[src/ahp_pkg.sv]
// shared constants for the converter host port
// Function
// - up to four differential channel pairs
// - input mode chosen per conversion command
// - differential bit set samples pair differentially
// - bipolar bit selects bipolar range
// - default mode: offset zero write starts conversion
// - default acquisition fixed at 1.875 us
// - conversion completes about 10 us later
// - optional end of conversion interrupt request
// - host prepares its interrupt controller first
// - status offset four bit seven shows busy
// - polling host waits busy clear before reading
// - result low byte offset zero, nibble next
// - strap removed selects asynchronous hold mode
// - hold mode: setup at one, start at zero
// - host chooses delay between setup and start
// - unipolar results are straight binary
// - bipolar results are twos complement
// - software may swap differential legs
// - command byte field layout
// - high result nibble in bits three to zero
package ahp_pkg;
  localparam logic [2:0] OFS_CMD      = 3'h0;
  localparam logic [2:0] OFS_SETUP    = 3'h1;
  localparam logic [2:0] OFS_STATUS   = 3'h4;
  localparam int         CHAN_LSB     = 0;
  localparam int         BIP_BIT      = 3;
  localparam int         DIFF_BIT     = 4;
  localparam int         BUSY_BIT     = 7;
  localparam int         CLK_MHZ      = 250;
  localparam int         ACQ_NS       = 1875;
  localparam int         CONV_NS      = 10000;
  localparam int         ACQ_CYC      = (ACQ_NS * CLK_MHZ + 999) / 1000;
  localparam int         CONV_CYC     = (CONV_NS * CLK_MHZ) / 1000;
  localparam logic [7:0] CMD_RST      = 8'h00;
  localparam logic [11:0] RES_RST     = 12'h000;
  localparam logic [11:0] RES_MASK    = 12'hfff;
  localparam logic [7:0] BUSY_MASK    = 8'h80;
  localparam int         HOST_GAP_CYC = 8;
endpackage : ahp_pkg

[src/ahp_if.sv]
// bus signals between the converter and the host
interface ahp_if;
  logic       wr_stb;
  logic       rd_stb;
  logic [2:0] addr;
  logic [7:0] wdata;
  logic [7:0] rdata;
  logic       rvalid;
  logic       irq;
  modport dev  (input wr_stb, rd_stb, addr, wdata,
                output rdata, rvalid, irq);
  modport host (output wr_stb, rd_stb, addr, wdata,
                input rdata, rvalid, irq);
endinterface : ahp_if

[src/ahp_dev.sv]
// converter side: command latch, sequencer and result ports
module ahp_dev
  import ahp_pkg::*;
(
  input  wire logic        SYS_CLK,
  input  wire logic        RST_B,
  ahp_if.dev               BUS,
  input  wire logic        HOLD_MODE_STRAP,
  input  wire logic        IRQ_ENABLE,
  input  wire logic [11:0] SAMPLE_CODE,
  output logic             SAMPLE_REQ,
  output logic [2:0]       CHAN_SEL,
  output logic             DIFF_INPUT_SELECT,
  output logic             BIPOLAR_RANGE_SELECT,
  output logic             CONVERSION_BUSY_FLAG
);
  typedef enum logic [1:0] {
    ST_IDLE = 2'b00,
    ST_ACQ  = 2'b01,
    ST_CONV = 2'b10
  } ahp_state_e;

  ahp_state_e  state_r, state_nxt;
  logic [11:0] cnt_r, cnt_nxt;
  logic [7:0]  cmd_r, cmd_nxt;
  logic [11:0] res_r, res_nxt;
  logic [7:0]  rdata_r, rdata_nxt;
  logic        rvalid_r, rvalid_nxt;
  logic        irq_r, irq_nxt;
  logic        busy_r, busy_nxt;
  logic        samp_r, samp_nxt;
  logic        strap_m_r, strap_r;
  logic [11:0] code_m_r, code_r;
  logic        irqen_m_r, irqen_r;
  logic        go_cmd, go_setup;

  assign go_cmd   = BUS.wr_stb && (BUS.addr == OFS_CMD);
  assign go_setup = BUS.wr_stb && (BUS.addr == OFS_SETUP);

  always_comb begin
    state_nxt  = state_r;
    cnt_nxt    = cnt_r;
    cmd_nxt    = cmd_r;
    res_nxt    = res_r;
    busy_nxt   = busy_r;
    irq_nxt    = 1'b0;
    samp_nxt   = 1'b0;
    rdata_nxt  = rdata_r;
    rvalid_nxt = 1'b0;
    case (state_r)
      ST_IDLE: begin
        // strap fitted: direct start; removed: setup then start
        if (go_setup && !strap_r) begin
          cmd_nxt = BUS.wdata;
        end else if (go_cmd) begin
          cmd_nxt  = BUS.wdata;
          busy_nxt = 1'b1;
          if (strap_r) begin
            state_nxt = ST_ACQ;
            cnt_nxt   = 12'(ACQ_CYC - 1);
          end else begin
            // acquisition already given by host between writes
            state_nxt = ST_CONV;
            cnt_nxt   = 12'(CONV_CYC - 1);
          end
        end
      end
      ST_ACQ: begin
        if (cnt_r == 12'h000) begin
          state_nxt = ST_CONV;
          cnt_nxt   = 12'(CONV_CYC - 1);
        end else begin
          cnt_nxt = cnt_r - 12'h001;
        end
      end
      ST_CONV: begin
        if (cnt_r == 12'h000) begin
          // converter codes passed through: straight or twos compl
          res_nxt   = code_r & RES_MASK;
          samp_nxt  = 1'b1;
          busy_nxt  = 1'b0;
          irq_nxt   = irqen_r;
          state_nxt = ST_IDLE;
        end else begin
          cnt_nxt = cnt_r - 12'h001;
        end
      end
      default: state_nxt = ST_IDLE;
    endcase
    // writes during a conversion are ignored; reads always answer
    if (BUS.rd_stb) begin
      rvalid_nxt = 1'b1;
      if (BUS.addr == OFS_CMD) begin
        rdata_nxt = res_r[7:0];
      end else if (BUS.addr == OFS_SETUP) begin
        rdata_nxt = {4'h0, res_r[11:8]};
      end else if (BUS.addr == OFS_STATUS) begin
        rdata_nxt = {busy_r, 7'h00};
      end else begin
        rdata_nxt = 8'h00;
      end
    end
  end

  always_ff @(posedge SYS_CLK) begin
    if (!RST_B) begin
      state_r   <= ST_IDLE;
      cnt_r     <= 12'h000;
      cmd_r     <= CMD_RST;
      res_r     <= RES_RST;
      busy_r    <= 1'b0;
      irq_r     <= 1'b0;
      samp_r    <= 1'b0;
      rdata_r   <= 8'h00;
      rvalid_r  <= 1'b0;
      strap_m_r <= 1'b1;
      strap_r   <= 1'b1;
      code_m_r  <= 12'h000;
      code_r    <= 12'h000;
      irqen_m_r <= 1'b0;
      irqen_r   <= 1'b0;
    end else begin
      state_r   <= state_nxt;
      cnt_r     <= cnt_nxt;
      cmd_r     <= cmd_nxt;
      res_r     <= res_nxt;
      busy_r    <= busy_nxt;
      irq_r     <= irq_nxt;
      samp_r    <= samp_nxt;
      rdata_r   <= rdata_nxt;
      rvalid_r  <= rvalid_nxt;
      strap_m_r <= HOLD_MODE_STRAP;
      strap_r   <= strap_m_r;
      code_m_r  <= SAMPLE_CODE;
      code_r    <= code_m_r;
      irqen_m_r <= IRQ_ENABLE;
      irqen_r   <= irqen_m_r;
    end
  end

  assign BUS.rdata             = rdata_r;
  assign BUS.rvalid            = rvalid_r;
  assign BUS.irq               = irq_r;
  assign SAMPLE_REQ            = samp_r;
  // odd channel of a pair becomes the plus leg, so legs swap by number
  assign CHAN_SEL              = cmd_r[CHAN_LSB+2:CHAN_LSB];
  assign DIFF_INPUT_SELECT     = cmd_r[DIFF_BIT];
  assign BIPOLAR_RANGE_SELECT  = cmd_r[BIP_BIT];
  assign CONVERSION_BUSY_FLAG  = busy_r;
endmodule : ahp_dev

[src/flat_wrapper.sv]
// flat-port wrapper written by rule: the top's interface ports become plain ports
module ahp_dev_flat import ahp_pkg::*;
  (SYS_CLK, RST_B, HOLD_MODE_STRAP, IRQ_ENABLE, SAMPLE_CODE, SAMPLE_REQ, CHAN_SEL, DIFF_INPUT_SELECT, BIPOLAR_RANGE_SELECT, CONVERSION_BUSY_FLAG, BUS_wr_stb, BUS_rd_stb, BUS_addr, BUS_wdata, BUS_rdata, BUS_rvalid, BUS_irq);
  ahp_if BUS_i ();
  input  wire logic SYS_CLK;
  input  wire logic RST_B;
  input  wire logic HOLD_MODE_STRAP;
  input  wire logic IRQ_ENABLE;
  input  wire logic [11:0] SAMPLE_CODE;
  output logic SAMPLE_REQ;
  output logic [2:0] CHAN_SEL;
  output logic DIFF_INPUT_SELECT;
  output logic BIPOLAR_RANGE_SELECT;
  output logic CONVERSION_BUSY_FLAG;
  input wire logic [$bits(BUS_i.wr_stb)-1:0] BUS_wr_stb;
  input wire logic [$bits(BUS_i.rd_stb)-1:0] BUS_rd_stb;
  input wire logic [$bits(BUS_i.addr)-1:0] BUS_addr;
  input wire logic [$bits(BUS_i.wdata)-1:0] BUS_wdata;
  output wire logic [$bits(BUS_i.rdata)-1:0] BUS_rdata;
  output wire logic [$bits(BUS_i.rvalid)-1:0] BUS_rvalid;
  output wire logic [$bits(BUS_i.irq)-1:0] BUS_irq;
  assign BUS_i.wr_stb = BUS_wr_stb;
  assign BUS_i.rd_stb = BUS_rd_stb;
  assign BUS_i.addr = BUS_addr;
  assign BUS_i.wdata = BUS_wdata;
  assign BUS_rdata = BUS_i.rdata;
  assign BUS_rvalid = BUS_i.rvalid;
  assign BUS_irq = BUS_i.irq;
  ahp_dev u_core (.SYS_CLK(SYS_CLK), .RST_B(RST_B), .BUS(BUS_i), .HOLD_MODE_STRAP(HOLD_MODE_STRAP), .IRQ_ENABLE(IRQ_ENABLE), .SAMPLE_CODE(SAMPLE_CODE), .SAMPLE_REQ(SAMPLE_REQ), .CHAN_SEL(CHAN_SEL), .DIFF_INPUT_SELECT(DIFF_INPUT_SELECT), .BIPOLAR_RANGE_SELECT(BIPOLAR_RANGE_SELECT), .CONVERSION_BUSY_FLAG(CONVERSION_BUSY_FLAG));
endmodule
[config.mk]
export PLATFORM = sky130hd
export DESIGN_NAME = ahp_dev_flat
export DESIGN_NICKNAME = d
export VERILOG_FILES = /design/src/ahp_pkg.sv /design/src/ahp_if.sv /design/src/ahp_dev.sv /design/src/flat_wrapper.sv
export SDC_FILE = /design/constraint.sdc
export NUM_CORES = 1
export LEC_CHECK = 0
export ABC_AREA = 1
export BUFFER_PORTS_ARGS = -buffer_cell sky130_fd_sc_hd__buf_2
export CAP_MARGIN = 40
export CORE_UTILIZATION = 25
export DETAILED_ROUTE_END_ITERATION = 7
export SYNTH_ARGS = -nofsm -noshare
export SYNTH_HDL_FRONTEND = slang
export SYNTH_SLANG_ARGS = --single-unit
[constraint.sdc]
create_clock -name SYS_CLK -period 2.1 [get_ports SYS_CLK]
set_clock_uncertainty 0.1 [all_clocks]
set_input_delay 0.21 -clock SYS_CLK [delete_from_list [all_inputs] [get_ports SYS_CLK]]
set_output_delay 0.21 -clock SYS_CLK [all_outputs]
set_load 0.01 [all_outputs]
==> qor.yml, run 1 <==
detailed_routing:
  viasPerCell: 4.024
  drtPass1Iterations: 4
  routedWlPerCell_um: 9.823
  ant_nets: 0
  drt-initial-drc-count: 155
  vias: 2370
  drc_errors: 0
  routed_wl_um: 5786
worst_setup_path:
  required_ns: 2.26
  cp.arrival_ns: 2.03
  worst-path-max-fanout: 22
  cp_num_buf_inv: 2
  critPathCaptureType: "flop"
  crit_slowest_cell: "dfxtp_1"
  crit_path_max_incr_delay_ns: 0.32
  cp_cell_sequence: "inv_1 > ha_1 > nand3_1 > nor2_4 > nand3_4 > nand2_4 > inv_4 > nand2_4 > nand3_1 > nor2_1"
  critPathKind: "flop to flop"
  crit_family: "simple AND/OR/NAND/NOR gates"
  worstSetupStartpointType: "flop"
power_and_ir_drop:
  power_density_nw_per_um2: 1186
  intPower_uw: 2813
  swShare: 0.3554
  peakVddDrop_v: 0.0004297
  power_leakage_uw: 0.001874
  p_clk_frac: 0.331
  pwr-share-seq: 0.375
  p_switching_uw: 1551
  comb_power_share: 0.293
floorplan:
  fp.dieH_um: 110.1
  die_w_um: 110.1
  core_um2: 11420
  dieArea_um2: 12120
  ios: 46
  start_util: 0.2558
  row_count: 39
clocking:
  clkTransAtPathRegs_ns: 0.06
  clock_latency_ns: 0.33
  numClockSinks: 71
  cts_buffer_depth: 2
  cts_tree: "yes"
  h-tree-depth: 3
  ctsRootBufferMaster: "clkbuf_16"
  cts_buffers: 9
  post-cts-setup-buffers: 0
cells_and_area:
  insertedDiodeCount: 0
  final_common_cell: "inv_1"
  final_layout_size_suffix_gt1_frac: 0.1749
  final_cell_mix: "inv_1 (73), dfxtp_1 (71), nand2_1 (67)"
  finalNonFillerCells: 589
  area_growth_pct: 26.05
  fillerInstances: 1227
  multi_input_area_um2: 1146
  seqCellArea_um2: 1421
  layout.nets: 476
global_routing:
  antenna_found_initial: 0
  grt_pass1_vias: 2072
  overflow: 0
  grt_max_degree: 49
  grt_pass1_wl_um: 9597
  track_usage: 0.1032
job:
  drv_cap: 0
synth:
  postSynth.asyncResetShare: 0
  synth-edff-count: 0
  seq_area_frac_synth: 0.4867
  avgSynthCellArea_um2: 7.625
  syn_inst: 383
  synth_fp_nets: 418
  ys.flop_type: "dfxtp_1"
  synth_seq_cells: 71
  synth.distinct_cells: 30
  syn-cell-area_um2: 2920
  ys_warn_count: 0
sta:
  fin_tns_setup_ns: 0
  final.period_utilization: 0.8900
  worstMarginPinSlew_ns: 0.6919
  hold_viol: 0
  relSlewSlack: 0.5382
  rsz0062_at_grt: "no"
  setup_viol: 0
  layout_min_cycle_time_ns: 1.869
  fmax_ghz: 0.5350
  drv_slew: 0
place:
  dp.cells: 559
  gp_congestion: 0.8306
  portBuffers: 42
  hpwlAfterDp_um: 4055
hold_path:
  hold_path.class: "input port to flop"
status:
  status: "finished, final reports clean"
path summary, 6_finish.rpt:
kind | start | slack [ns] | end | depth (start not counted)
worst min register to register | u_core.code_m_r[2] | 0.31 | u_core.code_r[2] | 2
worst min-delay path | BUS_wdata[1] | 0.03 | u_core.cmd_r[1] | 3
worst max register to register | u_core.cnt_r[0] | 0.23 | u_core.cnt_r[3] | 10
worst max-delay path | u_core.cnt_r[0] | 0.23 | u_core.cnt_r[3] | 10
power by group through the flow:
stage	clock [uW]	combinational, uW	sequential (uW)
after floorplan	0	1000	1650
after CTS	1490	1280	1640
final	1450	1280	1640
after global placement	0	1220	1660
after detailed placement	0	1240	1670
after global routing	1550	1450	1660
state kept, by name, indices dropped and copies added (netlist names), 2 cells and up:
register and count:
u_core.BUS.rdata 8, u_core.cmd_r 5, u_core.code_r 12, u_core.cnt_r 12
u_core.state_r 2, u_core.code_m_r 12, u_core.res_r 12
through the flow:
stage	setup WS, ns	utilization	instance area, um^2	total power [uW]	hold WS, ns
2_1_floorplan	0.5970	-	2920	2655	0.2076
3_3_place_gp	0.2951	0.2848	3252	2883	0.2946
3_5_place_dp	0.2581	0.2848	3252	2909	0.2957
4_1_cts	0.2084	0.3224	3681	4406	0.02527
5_1_grt	0.05010	0.3224	3681	4670	0.05481
6_report	0.2309	0.3224	3681	4364	0.03431
worst reg2reg max path, stage by stage (launching register included):
cell and delay (ns):
dfxtp_1 0.32, inv_1 0.09, ha_1 0.16, nand3_1 0.12, nor2_4 0.17, nand3_4 0.26
nand2_4 0.22, inv_4 0.08, nand2_4 0.08, nand3_1 0.09, nor2_1 0.12
layout make-up:
class,instances,area share
multi-input cells,227,0.3114
well taps,143,0.04861
repair buffers,58,0.09925
flip-flops and latches,71,0.3861
clock buffers,9,0.06118
clock inverters,7,0.01734
inverters,74,0.07614
layer usage:
layer,global-route usage,share of wire
met5,0,0
met1,0.1395,0.49
met2,0.1513,0.44
met4,0.05143,0.014
met3,0.02646,0.061
repair_timing:
action	CTS	global route
hold buffers	14	0
resized for setup	0	0
setup endpoints to repair	0	0
endpoints found under the hold margin	14	0
Yosys cell counts (2+ instances only):
library cell | number | area share
a211oi_1 | 12 | 0.031
a21oi_1 | 12 | 0.021
buf_1 | 2 | 0.0026
buf_6 | 4 | 0.015
clkbuf_1 | 4 | 0.0051
dfxtp_1 | 71 | 0.49
ha_1 | 6 | 0.026
inv_1 | 73 | 0.094
nand2_1 | 67 | 0.086
nand2_2 | 2 | 0.0043
nand2_4 | 2 | 0.0077
nand3_1 | 17 | 0.029
nand3_2 | 2 | 0.0069
nor2_1 | 63 | 0.081
nor2_2 | 5 | 0.011
nor2_4 | 2 | 0.0077
nor3_1 | 2 | 0.0034
o21ai_0 | 19 | 0.033
o22ai_1 | 4 | 0.0086
or2_2 | 2 | 0.0043
xor2_1 | 3 | 0.0090
cell families after synthesis:
kind of cell,count (synthesis),synth area share
simple gates,167,0.2519
compound gates,50,0.1028
flops,71,0.4867
buf+inv,85,0.1208
xor+xnor,4,0.01200
fa+ha+maj,6,0.02571
Note: power is estimated with default switching activity, not from simulation.
==> run 2, diff against run 1 <==
- clock period: 2.1 -> 1.71 ns (I/O delays scaled with it)
==> qor.yml, run 2 (synthesis results as in run 1) <==
status:
  status: "finished, final reports clean"
clocking:
  h-tree-depth: 3
  cts_buffer_depth: 2
  clkTransAtPathRegs_ns: 0.06
  ctsRootBufferMaster: "clkbuf_16"
  numClockSinks: 71
  clock_latency_ns: 0.32
  cts_buffers: 9
  cts_tree: "yes"
place:
  place_area_um2: 3304
  dp.cells: 566
  place_ws_ns: -0.04313
  gp_congestion: 0.8161
  portBuffers: 42
  hpwlAfterDp_um: 4293
global_routing:
  grt_pass1_vias: 2226
  overflow: 0
  grt_max_degree: 49
  grt_pass1_wl_um: 10160
  track_usage: 0.1083
  antenna_found_initial: 0
worst_setup_path:
  crit_path_max_incr_delay_ns: 0.37
  crit_slowest_cell: "dfxtp_1"
  crit_top_cell: "nor2_1"
  critPathKind: "flop to flop"
  cp_cell_sequence: "inv_1 > ha_1 > a21oi_4 > buf_12 > nand2_8 > inv_4 > nand2_1 > nor2_1 > nor2_1"
  worst-path-max-fanout: 8
  critPathCaptureType: "flop"
  required_ns: 1.82
  worstSetupStartpointType: "flop"
  cp.arrival_ns: 1.75
cells_and_area:
  multi_input_area_um2: 1181
  final_layout_size_suffix_gt1_frac: 0.2130
  insertedDiodeCount: 0
  layout.nets: 490
  final_common_cell: "inv_1"
  fillerInstances: 1226
  area_growth_pct: 32.95
  finalNonFillerCells: 603
  final_cell_area_um2: 3882
  final_cell_mix: "inv_1 (72), dfxtp_1 (70), nand2_1 (66)"
  seqCellArea_um2: 1423
detailed_routing:
  viasPerCell: 4.041
  drtPass1Iterations: 4
  drc_errors: 0
  vias: 2437
  routedWlPerCell_um: 10.17
  ant_nets: 0
  drt-initial-drc-count: 96
  routed_wl_um: 6132
sta:
  fmax_ghz: 0.6100
  fin_tns_setup_ns: 0
  hold_viol: 0
  drv_slew: 0
  setup_viol: 0
  worst_slack_ns: 0.07069
  final.period_utilization: 0.9587
  layout_min_cycle_time_ns: 1.639
  relSlewSlack: 0.5418
  worstMarginPinSlew_ns: 0.6866
  rsz0062_at_grt: "yes"
job:
  drv_cap: 0
power_and_ir_drop:
  power_density_nw_per_um2: 1507
  finalPower_uw: 5849
  peakVddDrop_v: 0.0005893
  power_leakage_uw: 0.001976
floorplan:
  fp.dieH_um: 110.1
  die_w_um: 110.1
  start_util: 0.2558
  core_um2: 11420
  ios: 46
  dieArea_um2: 12120
  row_count: 39
hold_path:
  hold_path.class: "input port to flop"
## run 2: what timing repair did
item                       in CTS  in global routing
cloned                          0                  0
gates resized for setup         1                 11
setup endpoints to repair       5                 16
hold endpoints to repair       16                  0
hold buffers                   16                  0
buffers inserted                2                  3
pin swaps                       0                  3
## run 2: layout make-up
| type | instances | share of cell area |
|---|---|---|
| tap | 143 | 0.04608 |
| multi-input combinational | 227 | 0.3042 |
| clock inverter | 5 | 0.02095 |
| clock buffer | 11 | 0.06252 |
| sequential | 71 | 0.3664 |
| inverter | 74 | 0.07219 |
| timing repair buffer | 72 | 0.1276 |
## run 2: per-stage QoR
step           hold WS (ns)    util
3_5_place_dp         0.2550  0.2894
3_3_place_gp         0.2538  0.2894
4_1_cts            0.001484  0.3334
6_report            0.01013  0.3400
5_1_grt             0.03390  0.3400
2_1_floorplan        0.1686       -
## run 2: power breakdown
part	switching (uW)	internal [uW]	total [uW]	leakage (uW)
logic	1090	764	1850	0.00124
registers	142	1870	2010	0.000583
clock network	665	1320	1980	0.000156
## run 2: critical path: cells and delay by family (launching register included)
family	cells	cell delay [ns]
AO/OA/AOI/OAI	1	0.18
adder cells (fa/ha/maj)	1	0.26
buffers and inverters	3	0.31
flip-flops	1	0.37
AND/OR/NAND/NOR	4	0.29
## run 2: final timing paths
path,endpoint,start,cells past startpoint,slack (ns)
worst min-delay path,u_core.cmd_r[1],BUS_wdata[1],3,0.01
worst min register to register,u_core.code_r[1],u_core.code_m_r[1],2,0.31
worst max register to register,u_core.cnt_r[4],u_core.state_r[0],9,0.07
worst max-delay path,u_core.cnt_r[4],u_core.state_r[0],9,0.07
## run 2: metal layers
layer | GRT usage | share of wire
met2 | 0.1661 | 0.43
met5 | 0 | 0
met4 | 0.04857 | 0.0088
met1 | 0.1462 | 0.51
met3 | 0.02175 | 0.046
==> run 3, diff against run 2 <==
- clock period: 1.71 -> 1.6 ns (I/O delays scaled with it)
==> qor.yml, run 3 (synthesis results as in run 1) <==
status:
  status: "finished, final reports clean"
place:
  place_area_um2: 3369
  portBuffers: 42
  gp_congestion: 0.8139
  dp.cells: 573
  hpwlAfterDp_um: 4422
clocking:
  cts_buffers: 9
  numClockSinks: 71
  clock_latency_ns: 0.33
  h-tree-depth: 3
  ctsRootBufferMaster: "clkbuf_16"
  cts_tree: "yes"
  cts_buffer_depth: 2
  clkTransAtPathRegs_ns: 0.06
cells_and_area:
  final_cell_mix: "inv_1 (68), dfxtp_1 (65), nand2_1 (62)"
  layout.nets: 501
  fillerInstances: 1213
  insertedDiodeCount: 0
  area_growth_pct: 39.97
  seqCellArea_um2: 1431
  finalNonFillerCells: 614
  final_layout_size_suffix_gt1_frac: 0.2781
  final_core_util: 0.3580
  final_common_cell: "inv_1"
  multi_input_area_um2: 1281
  final_cell_area_um2: 4088
worst_setup_path:
  critPathCaptureType: "flop"
  required_ns: 1.76
  cp.arrival_ns: 1.73
  worstSetupStartpointType: "flop"
  worst-path-max-fanout: 4
  r2r-start: "u_core.cnt_r[0]"
  critPathKind: "flop to flop"
  crit_start: "u_core.cnt_r[0]"
sta:
  worstMarginPinSlew_ns: 0.2824
  rsz0062_at_grt: "yes"
  fin_tns_setup_ns: 0
  layout_min_cycle_time_ns: 1.568
  hold_viol: 0
  drv_slew: 0
  setup_viol: 0
  relSlewSlack: 0.8103
  fmax_ghz: 0.6377
  final.period_utilization: 0.9802
global_routing:
  grtUsageMet1: 0.1440
  track_usage: 0.1092
  overflow: 0
  grt_max_degree: 28
  grt_pass1_vias: 2255
  grt_use_met2: 0.1652
  busiest_layer: "met2"
  grt_pass1_wl_um: 10160
  antenna_found_initial: 0
  grt_use_met3: 0.02175
job:
  drv_cap: 0
power_and_ir_drop:
  comb_power_share: 0.358
  power_density_nw_per_um2: 1639
  finalPower_uw: 6700
  intPower_uw: 4426
  p_switching_uw: 2273
  peakVddDrop_v: 0.0005628
  swShare: 0.3393
  pwr-share-seq: 0.323
  power_leakage_uw: 0.002043
  p_clk_frac: 0.319
detailed_routing:
  drt-initial-drc-count: 90
  drtPass1Iterations: 4
  ant_nets: 0
  drc_errors: 0
  viasPerCell: 4.047
  routedWlPerCell_um: 10.40
  vias: 2485
  routed_wl_um: 6386
floorplan:
  dieArea_um2: 12120
  die_w_um: 110.1
  row_count: 39
  fp.dieH_um: 110.1
  ios: 46
  core_um2: 11420
  start_util: 0.2558
hold_path:
  hold_path.class: "input port to flop"
  min_from: "BUS_rd_stb"
run 3: cell count changes in the layout (fill, tap and decap cells not counted), moves of 4 or more:
cell,previous run,this run
nor2_4,2,6
inv_1,72,68
inv_2,1,5
dfxtp_1,70,65
buf_4,11,19
nand2_2,3,7
dfxtp_2,1,5
nand2_1,66,62
ha_1,6,1
run 3: power by group through the flow:
stage,sequential (uW),clock [uW],combinational [uW]
final,2160,2140,2400
after global placement,2170,0,1800
after global routing,2190,2260,2680
after CTS,2140,2180,1900
after detailed placement,2180,0,1840
after floorplan,2170,0,1320
run 3: cell type report:
type | instances | share of cell area
multi-input cells | 227 | 0.3134
repair buffers | 83 | 0.1454
clock inverters | 7 | 0.02357
inverters | 74 | 0.06856
flip-flops and latches | 71 | 0.3502
clock buffers | 9 | 0.05510
well taps | 143 | 0.04377
run 3: timing repair:
action                     4_1_cts  5_1_grt
hold endpoints to repair        19        0
buffers inserted                 1        5
pin swaps                        1       15
hold buffers                    19        0
setup endpoints to repair        8       32
resized for setup                0       47
run 3: critical path: stages, from the launching register on:
cell	delay, ns
dfxtp_2	0.33
inv_2	0.07
ha_4	0.14
nand3_4	0.08
nor2_4	0.17
nand3_4	0.15
nand2_8	0.12
buf_12	0.11
nor2_4	0.03
inv_2	0.05
nor2_1	0.03
nor2_1	0.09
run 3: path summary, 6_finish.rpt:
kind,slack [ns],endpoint,cells past startpoint
max,0.03,u_core.cnt_r[0],11
min,0.05,u_core.BUS.rdata[4],2
max reg2reg,0.03,u_core.cnt_r[0],11
min reg2reg,0.31,u_core.code_r[10],2
run 3: metrics by stage:
stage / hold slack, ns / worst slack [ns]
6_report: 0.05418 / 0.03174
5_1_grt: 0.06441 / -0.07593
4_1_cts: 0.04664 / -0.005943
3_5_place_dp: 0.2469 / -0.07126
3_3_place_gp: 0.2445 / 0.01209
2_1_floorplan: 0.1576 / 0.09703
run 3: routing by layer:
metal,up-vias,routed length (um)
met5,-,0
met4,0,135
met3,10,197
met2,44,2827
met1,1085,3225
li1,1346,-
